**src/rtl/config_port_defs.vh**
```
// Purpose: constants for the configuration port and watchdog
// Assumes: 20 MHz system clock
// Notes:   offsets are byte I/O addresses and config indexes
`ifndef CONFIG_PORT_DEFS_VH
`define CONFIG_PORT_DEFS_VH

`define INDEX_PORT_ADDR     16'h002E
`define DATA_PORT_ADDR      16'h002F
`define UNLOCK_BYTE         8'h87
`define LOCK_BYTE           8'hAA
`define LDEV_SELECT_INDEX   8'h07
`define WDT_LDEV_NUMBER     8'h08
`define WDT_CONTROL_INDEX   8'hF5
`define WDT_COUNT_INDEX     8'hF6
`define WDT_UNIT_BIT        3
`define WDT_CONTROL_RESET   8'h00
`define WDT_COUNT_RESET     8'h00
`define CLK_HZ              20000000
`define SECOND_NS           1000000000
`define MINUTE_SECONDS      60
`define SECOND_CYCLES       (`CLK_HZ)

`endif

```
**src/rtl/config_port_watchdog.v**
```verilog
// Purpose: index/data configuration port with watchdog logical device
// Assumes: host I/O strobes are already synchronous to clk_sys
// Notes:   expiry drives reset or nmi, chosen by a board strap
`timescale 1ns/1ps
`include "config_port_defs.vh"

module config_port_watchdog #(
    parameter SECOND_CYCLES = `SECOND_CYCLES,
    parameter MINUTE_SECS   = `MINUTE_SECONDS
) (
    // clock and reset
    input  wire        clk_sys,
    input  wire        rst,
    // host i/o port
    input  wire [15:0] io_addr,
    input  wire        io_wr,
    input  wire        io_rd,
    input  wire [7:0]  io_wdata,
    output reg  [7:0]  io_rdata,
    output reg         io_rvalid,
    // board strap: high selects nmi
    input  wire        nmi_select_pin,
    // status and expiry
    output reg         ext_mode,
    output reg         wdt_timeout,
    output reg         wdt_reset_out,
    output reg         wdt_nmi_out
);
    // state one-hot codes
    localparam ST_LOCKED = 3'b001;
    localparam ST_HALF   = 3'b010;
    localparam ST_OPEN   = 3'b100;

    reg  [2:0] state_reg;
    reg  [2:0] state_next;
    reg  [7:0] index_reg;
    reg  [7:0] ldev_reg;
    reg  [7:0] wdt_ctrl_reg;
    reg  [7:0] wdt_count_reg;
    reg        running_reg;
    reg        nmi_sel_meta;
    reg        nmi_sel_sync;
    reg        load_pulse;
    reg  [7:0] load_val_reg;
    reg  [7:0] rdata_next;

    // next values of the counter and expiry flags
    reg  [7:0] wdt_count_next;
    reg        running_next;
    reg        wdt_timeout_next;
    reg        wdt_reset_next;
    reg        wdt_nmi_next;

    wire idx_wr  = io_wr && (io_addr == `INDEX_PORT_ADDR);
    wire dat_wr  = io_wr && (io_addr == `DATA_PORT_ADDR);
    wire dat_rd  = io_rd && (io_addr == `DATA_PORT_ADDR);
    wire is_open = (state_reg == ST_OPEN);
    wire wdt_sel = (ldev_reg == `WDT_LDEV_NUMBER);
    wire tick;

    wire open_idx_wr = is_open && idx_wr;
    wire open_dat_wr = is_open && dat_wr;
    wire open_dat_rd = is_open && dat_rd;
    // lock byte is a command, not an index
    wire index_load  = open_idx_wr && (io_wdata != `LOCK_BYTE);
    wire hit_ldev    = (index_reg == `LDEV_SELECT_INDEX);
    wire hit_ctrl    = wdt_sel && (index_reg == `WDT_CONTROL_INDEX);
    wire hit_count   = wdt_sel && (index_reg == `WDT_COUNT_INDEX);

    // data-port writes that land in a register
    wire wr_ldev     = open_dat_wr && hit_ldev;
    wire wr_ctrl     = open_dat_wr && hit_ctrl;
    wire wr_count    = open_dat_wr && hit_count;
    // this cycle's tick empties the count
    wire expire_now  = running_reg && tick && (wdt_count_reg == 8'h01);

    always @* begin
        state_next = state_reg;
        case (state_reg)
            ST_LOCKED: begin
                if (idx_wr && io_wdata == `UNLOCK_BYTE) begin
                    state_next = ST_HALF;
                end
            end
            ST_HALF: begin
                // any other port write breaks the pair
                if (idx_wr && io_wdata == `UNLOCK_BYTE) begin
                    state_next = ST_OPEN;
                end else if (io_wr) begin
                    state_next = ST_LOCKED;
                end
            end
            ST_OPEN: begin
                if (idx_wr && io_wdata == `LOCK_BYTE) begin
                    state_next = ST_LOCKED;
                end
            end
            default: begin
                state_next = ST_LOCKED;
            end
        endcase
    end

    // mode state only; the other registers sit in separate processes
    always @(posedge clk_sys or posedge rst) begin
        if (rst) begin
            state_reg <= ST_LOCKED;
        end else begin
            state_reg <= state_next;
        end
    end

    always @(posedge clk_sys or posedge rst) begin
        if (rst) begin
            index_reg <= 8'h00;
        end else if (index_load) begin
            index_reg <= io_wdata;
        end
    end

    always @(posedge clk_sys or posedge rst) begin
        if (rst) begin
            ldev_reg <= 8'h00;
        end else if (wr_ldev) begin
            ldev_reg <= io_wdata;
        end
    end

    // device register write
    // other control bits are stored only
    always @(posedge clk_sys or posedge rst) begin
        if (rst) begin
            wdt_ctrl_reg <= `WDT_CONTROL_RESET;
        end else if (wr_ctrl) begin
            wdt_ctrl_reg <= io_wdata;
        end
    end

    // count load starts
    // byte parks in load_val_reg, applied one edge later
    always @(posedge clk_sys or posedge rst) begin
        if (rst) begin
            load_pulse   <= 1'b0;
            load_val_reg <= 8'h00;
        end else begin
            load_pulse <= wr_count;
            if (wr_count) begin
                load_val_reg <= io_wdata;
            end
        end
    end

    // byte read of selected register
    // locked or unmapped reads give zero
    always @* begin
        rdata_next = 8'h00;
        if (open_dat_rd) begin
            case (index_reg)
                `LDEV_SELECT_INDEX: begin
                    rdata_next = ldev_reg;
                end
                `WDT_CONTROL_INDEX: begin
                    if (wdt_sel) begin
                        rdata_next = wdt_ctrl_reg;
                    end
                end
                `WDT_COUNT_INDEX: begin
                    if (wdt_sel) begin
                        rdata_next = wdt_count_reg;
                    end
                end
                default: begin
                    rdata_next = 8'h00;
                end
            endcase
        end
    end

    // rvalid pulses even when locked, so a host read never stalls
    always @(posedge clk_sys or posedge rst) begin
        if (rst) begin
            io_rdata  <= 8'h00;
            io_rvalid <= 1'b0;
        end else begin
            io_rdata  <= rdata_next;
            io_rvalid <= dat_rd;
        end
    end

    // strap is a pin: two flops first
    always @(posedge clk_sys or posedge rst) begin
        if (rst) begin
            nmi_sel_meta <= 1'b0;
            nmi_sel_sync <= 1'b0;
        end else begin
            nmi_sel_meta <= nmi_select_pin;
            nmi_sel_sync <= nmi_sel_meta;
        end
    end

    wdt_tick_gen #(
        .SECOND_CYCLES (SECOND_CYCLES),
        .MINUTE_SECS   (MINUTE_SECS)
    ) u_tick (
        .clk_sys      (clk_sys),
        .rst          (rst),
        .restart      (load_pulse),
        .unit_minutes (wdt_ctrl_reg[`WDT_UNIT_BIT]),
        .tick         (tick)
    );

    always @* begin
        wdt_count_next = wdt_count_reg;
        running_next   = running_reg;
        if (load_pulse) begin
            wdt_count_next = load_val_reg;
            running_next   = (load_val_reg != 8'h00);
        end else if (running_reg && tick) begin
            wdt_count_next = wdt_count_reg - 8'h01;
            if (expire_now) begin
                running_next = 1'b0;
            end
        end
    end

    always @(posedge clk_sys or posedge rst) begin
        if (rst) begin
            wdt_count_reg <= `WDT_COUNT_RESET;
            running_reg   <= 1'b0;
        end else begin
            wdt_count_reg <= wdt_count_next;
            running_reg   <= running_next;
        end
    end

    // strap picks reset or nmi
    // expiry beats a reload in one cycle: a late kick is still a miss
    always @* begin
        wdt_timeout_next = wdt_timeout;
        wdt_reset_next   = wdt_reset_out;
        wdt_nmi_next     = wdt_nmi_out;
        if (expire_now) begin
            wdt_timeout_next = 1'b1;
            wdt_reset_next   = ~nmi_sel_sync;
            wdt_nmi_next     = nmi_sel_sync;
        end else if (load_pulse) begin
            wdt_timeout_next = 1'b0;
            wdt_reset_next   = 1'b0;
            wdt_nmi_next     = 1'b0;
        end
    end

    always @(posedge clk_sys or posedge rst) begin
        if (rst) begin
            wdt_timeout   <= 1'b0;
            wdt_reset_out <= 1'b0;
            wdt_nmi_out   <= 1'b0;
        end else begin
            wdt_timeout   <= wdt_timeout_next;
            wdt_reset_out <= wdt_reset_next;
            wdt_nmi_out   <= wdt_nmi_next;
        end
    end

    // mirrors the state the edge takes, so it tracks state_reg
    always @(posedge clk_sys or posedge rst) begin
        if (rst) begin
            ext_mode <= 1'b0;
        end else begin
            ext_mode <= (state_next == ST_OPEN);
        end
    end
endmodule // config_port_watchdog

```
**src/rtl/wdt_tick_gen.v**
```verilog
// Purpose: one-cycle tick once per selected watchdog time unit
// Assumes: clk_sys domain, unit_minutes from a register
// Notes:   restart realigns the unit boundary on a count load
`timescale 1ns/1ps
`include "config_port_defs.vh"
module wdt_tick_gen #(
    parameter SECOND_CYCLES = `SECOND_CYCLES,
    parameter MINUTE_SECS   = `MINUTE_SECONDS
) (
    // clock and reset
    input  wire        clk_sys,
    input  wire        rst,
    // control
    input  wire        restart,
    input  wire        unit_minutes,
    // output
    output reg         tick
);
    reg  [31:0] cycle_reg;
    reg  [7:0]  sec_reg;
    wire        sec_end  = (cycle_reg == SECOND_CYCLES - 1);
    wire        min_end  = (sec_reg == MINUTE_SECS - 1);

    always @(posedge clk_sys or posedge rst) begin
        if (rst) begin
            cycle_reg <= 32'h00000000;
            sec_reg   <= 8'h00;
            tick      <= 1'b0;
        end else if (restart) begin
            cycle_reg <= 32'h00000000;
            sec_reg   <= 8'h00;
            tick      <= 1'b0;
        end else begin
            tick <= 1'b0;
            if (sec_end) begin
                cycle_reg <= 32'h00000000;
                if (!unit_minutes) begin
                    tick    <= 1'b1;
                    sec_reg <= 8'h00;
                end else if (min_end) begin
                    tick    <= 1'b1;
                    sec_reg <= 8'h00;
                end else begin
                    sec_reg <= sec_reg + 8'h01;
                end
            end else begin
                cycle_reg <= cycle_reg + 32'h00000001;
            end
        end
    end
endmodule // wdt_tick_gen

```
**config.mk**
```make
export PLATFORM = sky130hd
export DESIGN_NAME = config_port_watchdog
export DESIGN_NICKNAME = d
export VERILOG_FILES = /design/src/rtl/config_port_watchdog.v /design/src/rtl/wdt_tick_gen.v
export VERILOG_INCLUDE_DIRS = /design/src /design/src/rtl
export SDC_FILE = /design/constraint.sdc
export NUM_CORES = 1
export LEC_CHECK = 0
export CORE_UTILIZATION = 66
export CTS_CLUSTER_DIAMETER = 120
export DETAILED_ROUTE_END_ITERATION = 12
export DONT_BUFFER_PORTS = 1
export PLACE_DENSITY_LB_ADDON = 0.3
export SYNTH_ARGS = -nofsm -noshare
export SYNTH_HDL_FRONTEND = slang
export SYNTH_SLANG_ARGS = --single-unit
```
**constraint.sdc**
```tcl
create_clock -name clk_sys -period 9.3 [get_ports clk_sys]
set_clock_uncertainty 0.15 [all_clocks]
set_input_delay 0.93 -clock clk_sys [delete_from_list [all_inputs] [get_ports clk_sys]]
set_output_delay 0.93 -clock clk_sys [all_outputs]
set_load 0.05 [all_outputs]
```
* After elaboration in Yosys (flattened, before gate mapping)
Index checks and enable logic that the tools add are counted.
Storage, ports and cells: logic and storage cells 88, memory bits (read-only) 0, register bits 101, bits of input ports 29, RAM bits 0, memories 0, output and inout bits 13, latch bits 0
Cells by class: $mul 0, shifts and indexed selects 0, bitwise gates (word level) 1, divide/modulo/power cells 0, reductions and logical operators 21, multiplexer cells 28, add/subtract/negate cells 3, $lt $le $gt $ge 0, equality and inequality tests 16
Operators by type and width (count):
- $mux W8 | 9
- $mux W32 | 2
- $add A32 B1 Y32 const B | 1
- $eq A16 B6 Y1 const B | 2
- $eq A32 B25 Y1 const B | 1
- $eq A8 B8 Y1 const B | 4
- $pmux W8 S3 | 1
- $logic_and A1 B1 Y1 | 16
- $mux W3 | 4
- $mux W1 | 11
- $pmux W3 S3 | 1
- $add A8 B1 Y8 const B | 1
- $eq A8 B1 Y1 const B | 1
- $eq A8 B3 Y1 const B | 1
- $eq A8 B4 Y1 const B | 1
- $eq A8 B6 Y1 const B | 1
- $ne A8 B8 Y1 const B | 1
- $reduce_bool A8 Y1 | 1
- $sub A8 B1 Y8 const B | 1
- $eq A3 B3 Y1 const B | 2
- $reduce_bool A2 Y1 | 3
- $eq A3 B1 Y1 const B | 1
- $eq A3 B2 Y1 const B | 1
- $reduce_and A2 Y1 | 1
- $not A1 Y1 | 1

* Depth between registers and ports, before layout
depth in word-level cells 6, mapped depth 6

* Hierarchy
Synthesis repeated with hierarchy kept, for this count alone.
Second synthesis, totals: cell total of the unflattened synthesis 454, area, all modules 4828.4 µm²
Modules (own cells, without submodules):
- config_port_watchdog | cells an instance 228, seq. area each 1502.7 µm², area an instance 2725.1 µm², instances 1
- wdt_tick_gen | cells an instance 226, seq. area each 1026.0 µm², area an instance 2103.3 µm², instances 1

* Worst setup path after synthesis
OpenSTA, ideal clock, no wires.
kind input to register, from input io_addr[8], to register io_rdata[0], slack 6496 ps, data required time 9059 ps, cell stages on the path 5, buffers on the path 1, setup time 91 ps, arrival time 2563 ps, path through or4_4 or2_1 or4_1 buf_4 a211oi_2
Between the ends: longest elaborated chain between the ends 4
Ends and longest elaborated chain:
- start, declared | line config_port_watchdog.v:15 | input wire [15:0] io_addr,
- $eq A16 B6 Y1 (no line)
- $logic_and A1 B1 Y1 | line config_port_watchdog.v:56 | wire dat_rd = io_rd && (io_addr == `DATA_PORT_ADDR);
- $logic_and A1 B1 Y1 | line config_port_watchdog.v:63 | wire open_dat_rd = is_open && dat_rd;
- $mux W8 | line config_port_watchdog.v:157 | if (open_dat_rd) begin
- via rdata_next[0] | line config_port_watchdog.v:45 | reg [7:0] rdata_next;
- end signal, assigned | line config_port_watchdog.v:185 | io_rdata <= rdata_next;
- end, declared | line config_port_watchdog.v:19 | output reg [7:0] io_rdata,
The timed path passes the listed nets, and every way through them passes these cells. A chain may end at the register's enable or synchronous reset.

* Worst setup path in the final report
from register index_reg[4], to register ldev_reg[4]
Between the ends: longest elaborated chain between the ends 2
Ends and longest elaborated chain:
- start, declared | line config_port_watchdog.v:36 | reg [7:0] index_reg;
- start signal, assigned | line config_port_watchdog.v:117 | index_reg <= io_wdata;
- $eq A8 B3 Y1
- $logic_and A1 B1 Y1 | line config_port_watchdog.v:71 | wire wr_ldev = open_dat_wr && hit_ldev;
- end signal, assigned | line config_port_watchdog.v:125 | ldev_reg <= io_wdata;
- end, declared | line config_port_watchdog.v:37 | reg [7:0] ldev_reg;
No other way between the ends.

==> impl_results.md <==
* Status: completed
* Vias in the first global route at about 3.7k
* PD cells at 138 nW/um^2
* Number of port buffers at 0
* Multi-input gate area at 2470 sq um
* Gr ovfl total at 0
* Fin area at between 5000 and 6000 sq um
* Cts repair resizes at 0
* Mapped Cells at 478
* Most frequent cells in the layout: dfrtp_1, nand2_1, nor2_1, nand3_1, mux2_1
* Comb pwr share at between 1.5 and 2%
* Worst r2r src: index_reg[4]
* Die height at roughly 90 um
* Largest net degree at the start of global routing at 93
* Full die area at roughly 8100 sq um
* CP arrival at between 2 and 3 ns
* Boundary Pins at 42
* Most common cell after layout, fill and taps aside: dfrtp_1
* Post-synthesis sequential area ratio at approximately half
* CTS Hold Bufs at 0
* Average wire per standard cell at between 15 and 20 um
* Yosys cell types at 58
* CP Data Required Time at approximately 9.4 ns
* Fmax achieved at 0.358 GHz
* Final Critical Period at around 2.8 ns
* H-tree depth at 3
* Reg power frac at approximately 59%
* RePlAce Congestion at around 0.86
* Crit-path max FO at 10
* Critical path class: reg2reg
* Placed insts at 561
* CORE AREA at 7370 sq um
* DRT iter0 DRCs at 257
* Setup TNS Final at 0 ns
* Worst Hold Class: in2async
* Max-Cap Viols at 0
* Final Net Count at 506
* Clk pwr share at 39.4%
* Drc violations at 0
* Row count at 31
* Post-Syn Area at roughly 5000 sq um
* Starting Density at between 60% and 70%
* Die X at about 90 um
* First-pass GRT wire length at about 18 mm
* FF/Latch Area at 2530 sq um
* Antenna fix cells at 0
* Share of cells above drive strength 1 at 11.3%
* Max clock buf depth at 2
* Share of the synthesized area in the top cell type at just under 50%
* Dpl hpwl at between 7 and 8 mm
* Worst R2R Setup Slack at between 6 and 7 ns
* Synth Net Count at 511
* RSZ-0062 raised after global routing: no
* Num CTS Buffers at 9
* Root buf cell: clkbuf_8
* Final slew viol count at 0
* Switching portion of total power at between 20% and 30%
* Startpoint Class: register
* TritonRoute pass-1 iters at 5
* Post-synth top area cell: dfrtp_1
* Final-report setup violation count at 0
* Clock Latency Late Sink at about 0.37 ns
* DR vias/cell at roughly 6.7
* Antenna-violating nets left at 0
* Max reg flops at 32
* Top FF cell, synth: dfrtp_1
* Post-DP Area at 5190 sq um
* CTS sink count at roughly 100
* Vias at 3847
* Internal power at 590 uW
* Final wirelength at 10.5 mm
* Post-synth EDFFs at 0
* Ys Warns at 0
* Leakage at approximately 2.2 nW
* Worst r2r path cells at 4
* Final Hold Vio Count at 0
* Critical Path Sink Type: register
* Yosys reg bits at ~100
* Tcrit/Tclk final at roughly 30%
* Maximum vdd drop at just under 0.07 mV
* Worst slew pin tran at between 1 and 1.5 ns
* Synth async-reset ratio at 100%
* Worst hold slack at around 0.16 ns
* Antenna violations before repair at 0
* Synthesis-to-finish area growth at 5.22%
* Reg2reg end: ldev_reg[4]
* CTS tree: built
* Synth area leaders: dfrtp_1, mux2_1, or4_1
* Mean area per synthesized cell at 10.7 sq um
* Relative max-transition margin at 25.2%
* GRT Overall Usage at 28.2%
* Post-CTS setup buffer count at 0
* NetSw at roughly 150 uW
* Clock slew at reported path FFs at about 0.090 ns
* Fillers at between 500 and 600
* Finished Layout Cells at about 580
-- metrics by stage --
step                      power, mW  util, %  worst slack (ns)
after global routing          0.770     73.2              6.31
after detailed placement      0.461     70.4              6.24
after floorplan               0.458        -              5.57
final                         0.744     73.2              6.51
after CTS                     0.749     73.2              6.52
after global placement        0.460     70.4              6.29
-- worst max-delay path by stage --
stage | startpoint | to | slack (ns)
final | index_reg[4] | ldev_reg[4] | 6.51
after global routing | u_tick.cycle_reg[0] | u_tick.cycle_reg[25] | 6.31
after CTS | u_tick.cycle_reg[0] | u_tick.cycle_reg[25] | 6.52
after global placement | io_addr[8] | io_rdata[5] | 6.29
after floorplan | rst | ext_mode | 5.57
after detailed placement | io_addr[8] | io_rdata[1] | 6.24
-- cells by family (layout without fill, tap and decap cells) --
logic type / Yosys count / in the layout / synth area share, %
AOI/OAI and AO/OA: 89 / 89 / 12.2
xor gates and xnor gates: 21 / 21 / 3.59
adders and majority gates: 4 / 4 / 0.976
buffers and inverters: 33 / 31 / 2.51
DFF: 101 / 101 / 49.3
muxes: 32 / 32 / 7.03
and+or+nand+nor: 198 / 198 / 24.4
-- critical path, stage by stage, from the launching register on --
cell,delay [ns]
dfrtp_1,0.42
nand4bb_1,0.22
nor4_2,0.92
nand4_2,0.51
mux2_1,0.46
-- final cells by class --
class	instances	area share (%)
clock buffer	10	2.37
timing repair buffer	1	0.139
multi-input combinational	344	45.8
inverter	16	1.16
clock inverter	4	1.39
tap	99	2.30
sequential	101	46.9
-- layer usage --
layer | vias to the layer above | global-route usage [%] | wire length [um]
li1 | 1797 | - | -
met1 | 1901 | 40.0 | 4770
met2 | 129 | 43.0 | 5030
met3 | 20 | 6.09 | 557
met4 | 0 | 10.2 | 192
met5 | - | 0 | 0
-- cell usage after synthesis, types with 2 or more instances --
library cell  number
xnor2_1           16
or3_1              9
or4b_1             3
a211oi_2           8
nor4_1             9
inv_1             15
nand4_2            4
nor4b_1            2
nand2b_1           4
buf_1              2
nor2b_1            6
mux2_2             8
mux2_1            24
nor3_1             7
ha_1               4
nand4b_1           7
nor4bb_1           2
and4_1             3
nand4_1           12
nand3_1           25
or2_2              6
a22oi_1            7
o32ai_1            4
dfrtp_1          100
o21ai_1            5
a21o_1             4
nand3b_1           2
or4_1             23
nor3b_1            3
clkbuf_1          13
o21ai_0           16
nand2_1           28
xor2_1             5
a211oi_1           4
or4_4              2
or2_1              2
a21oi_1           20
nor2_1            27
o31a_1             2
o31ai_1           13
nor4_2             5
-- power groups by stage --
stage | logic, mW | registers, mW | clock network [mW]
after global routing | 0.0145 | 0.440 | 0.316
after CTS | 0.0127 | 0.439 | 0.297
after floorplan | 0.00967 | 0.448 | 0
after detailed placement | 0.0127 | 0.448 | 0
after global placement | 0.0123 | 0.448 | 0
final | 0.0120 | 0.439 | 0.293
Power figures use the tool's default switching activity.
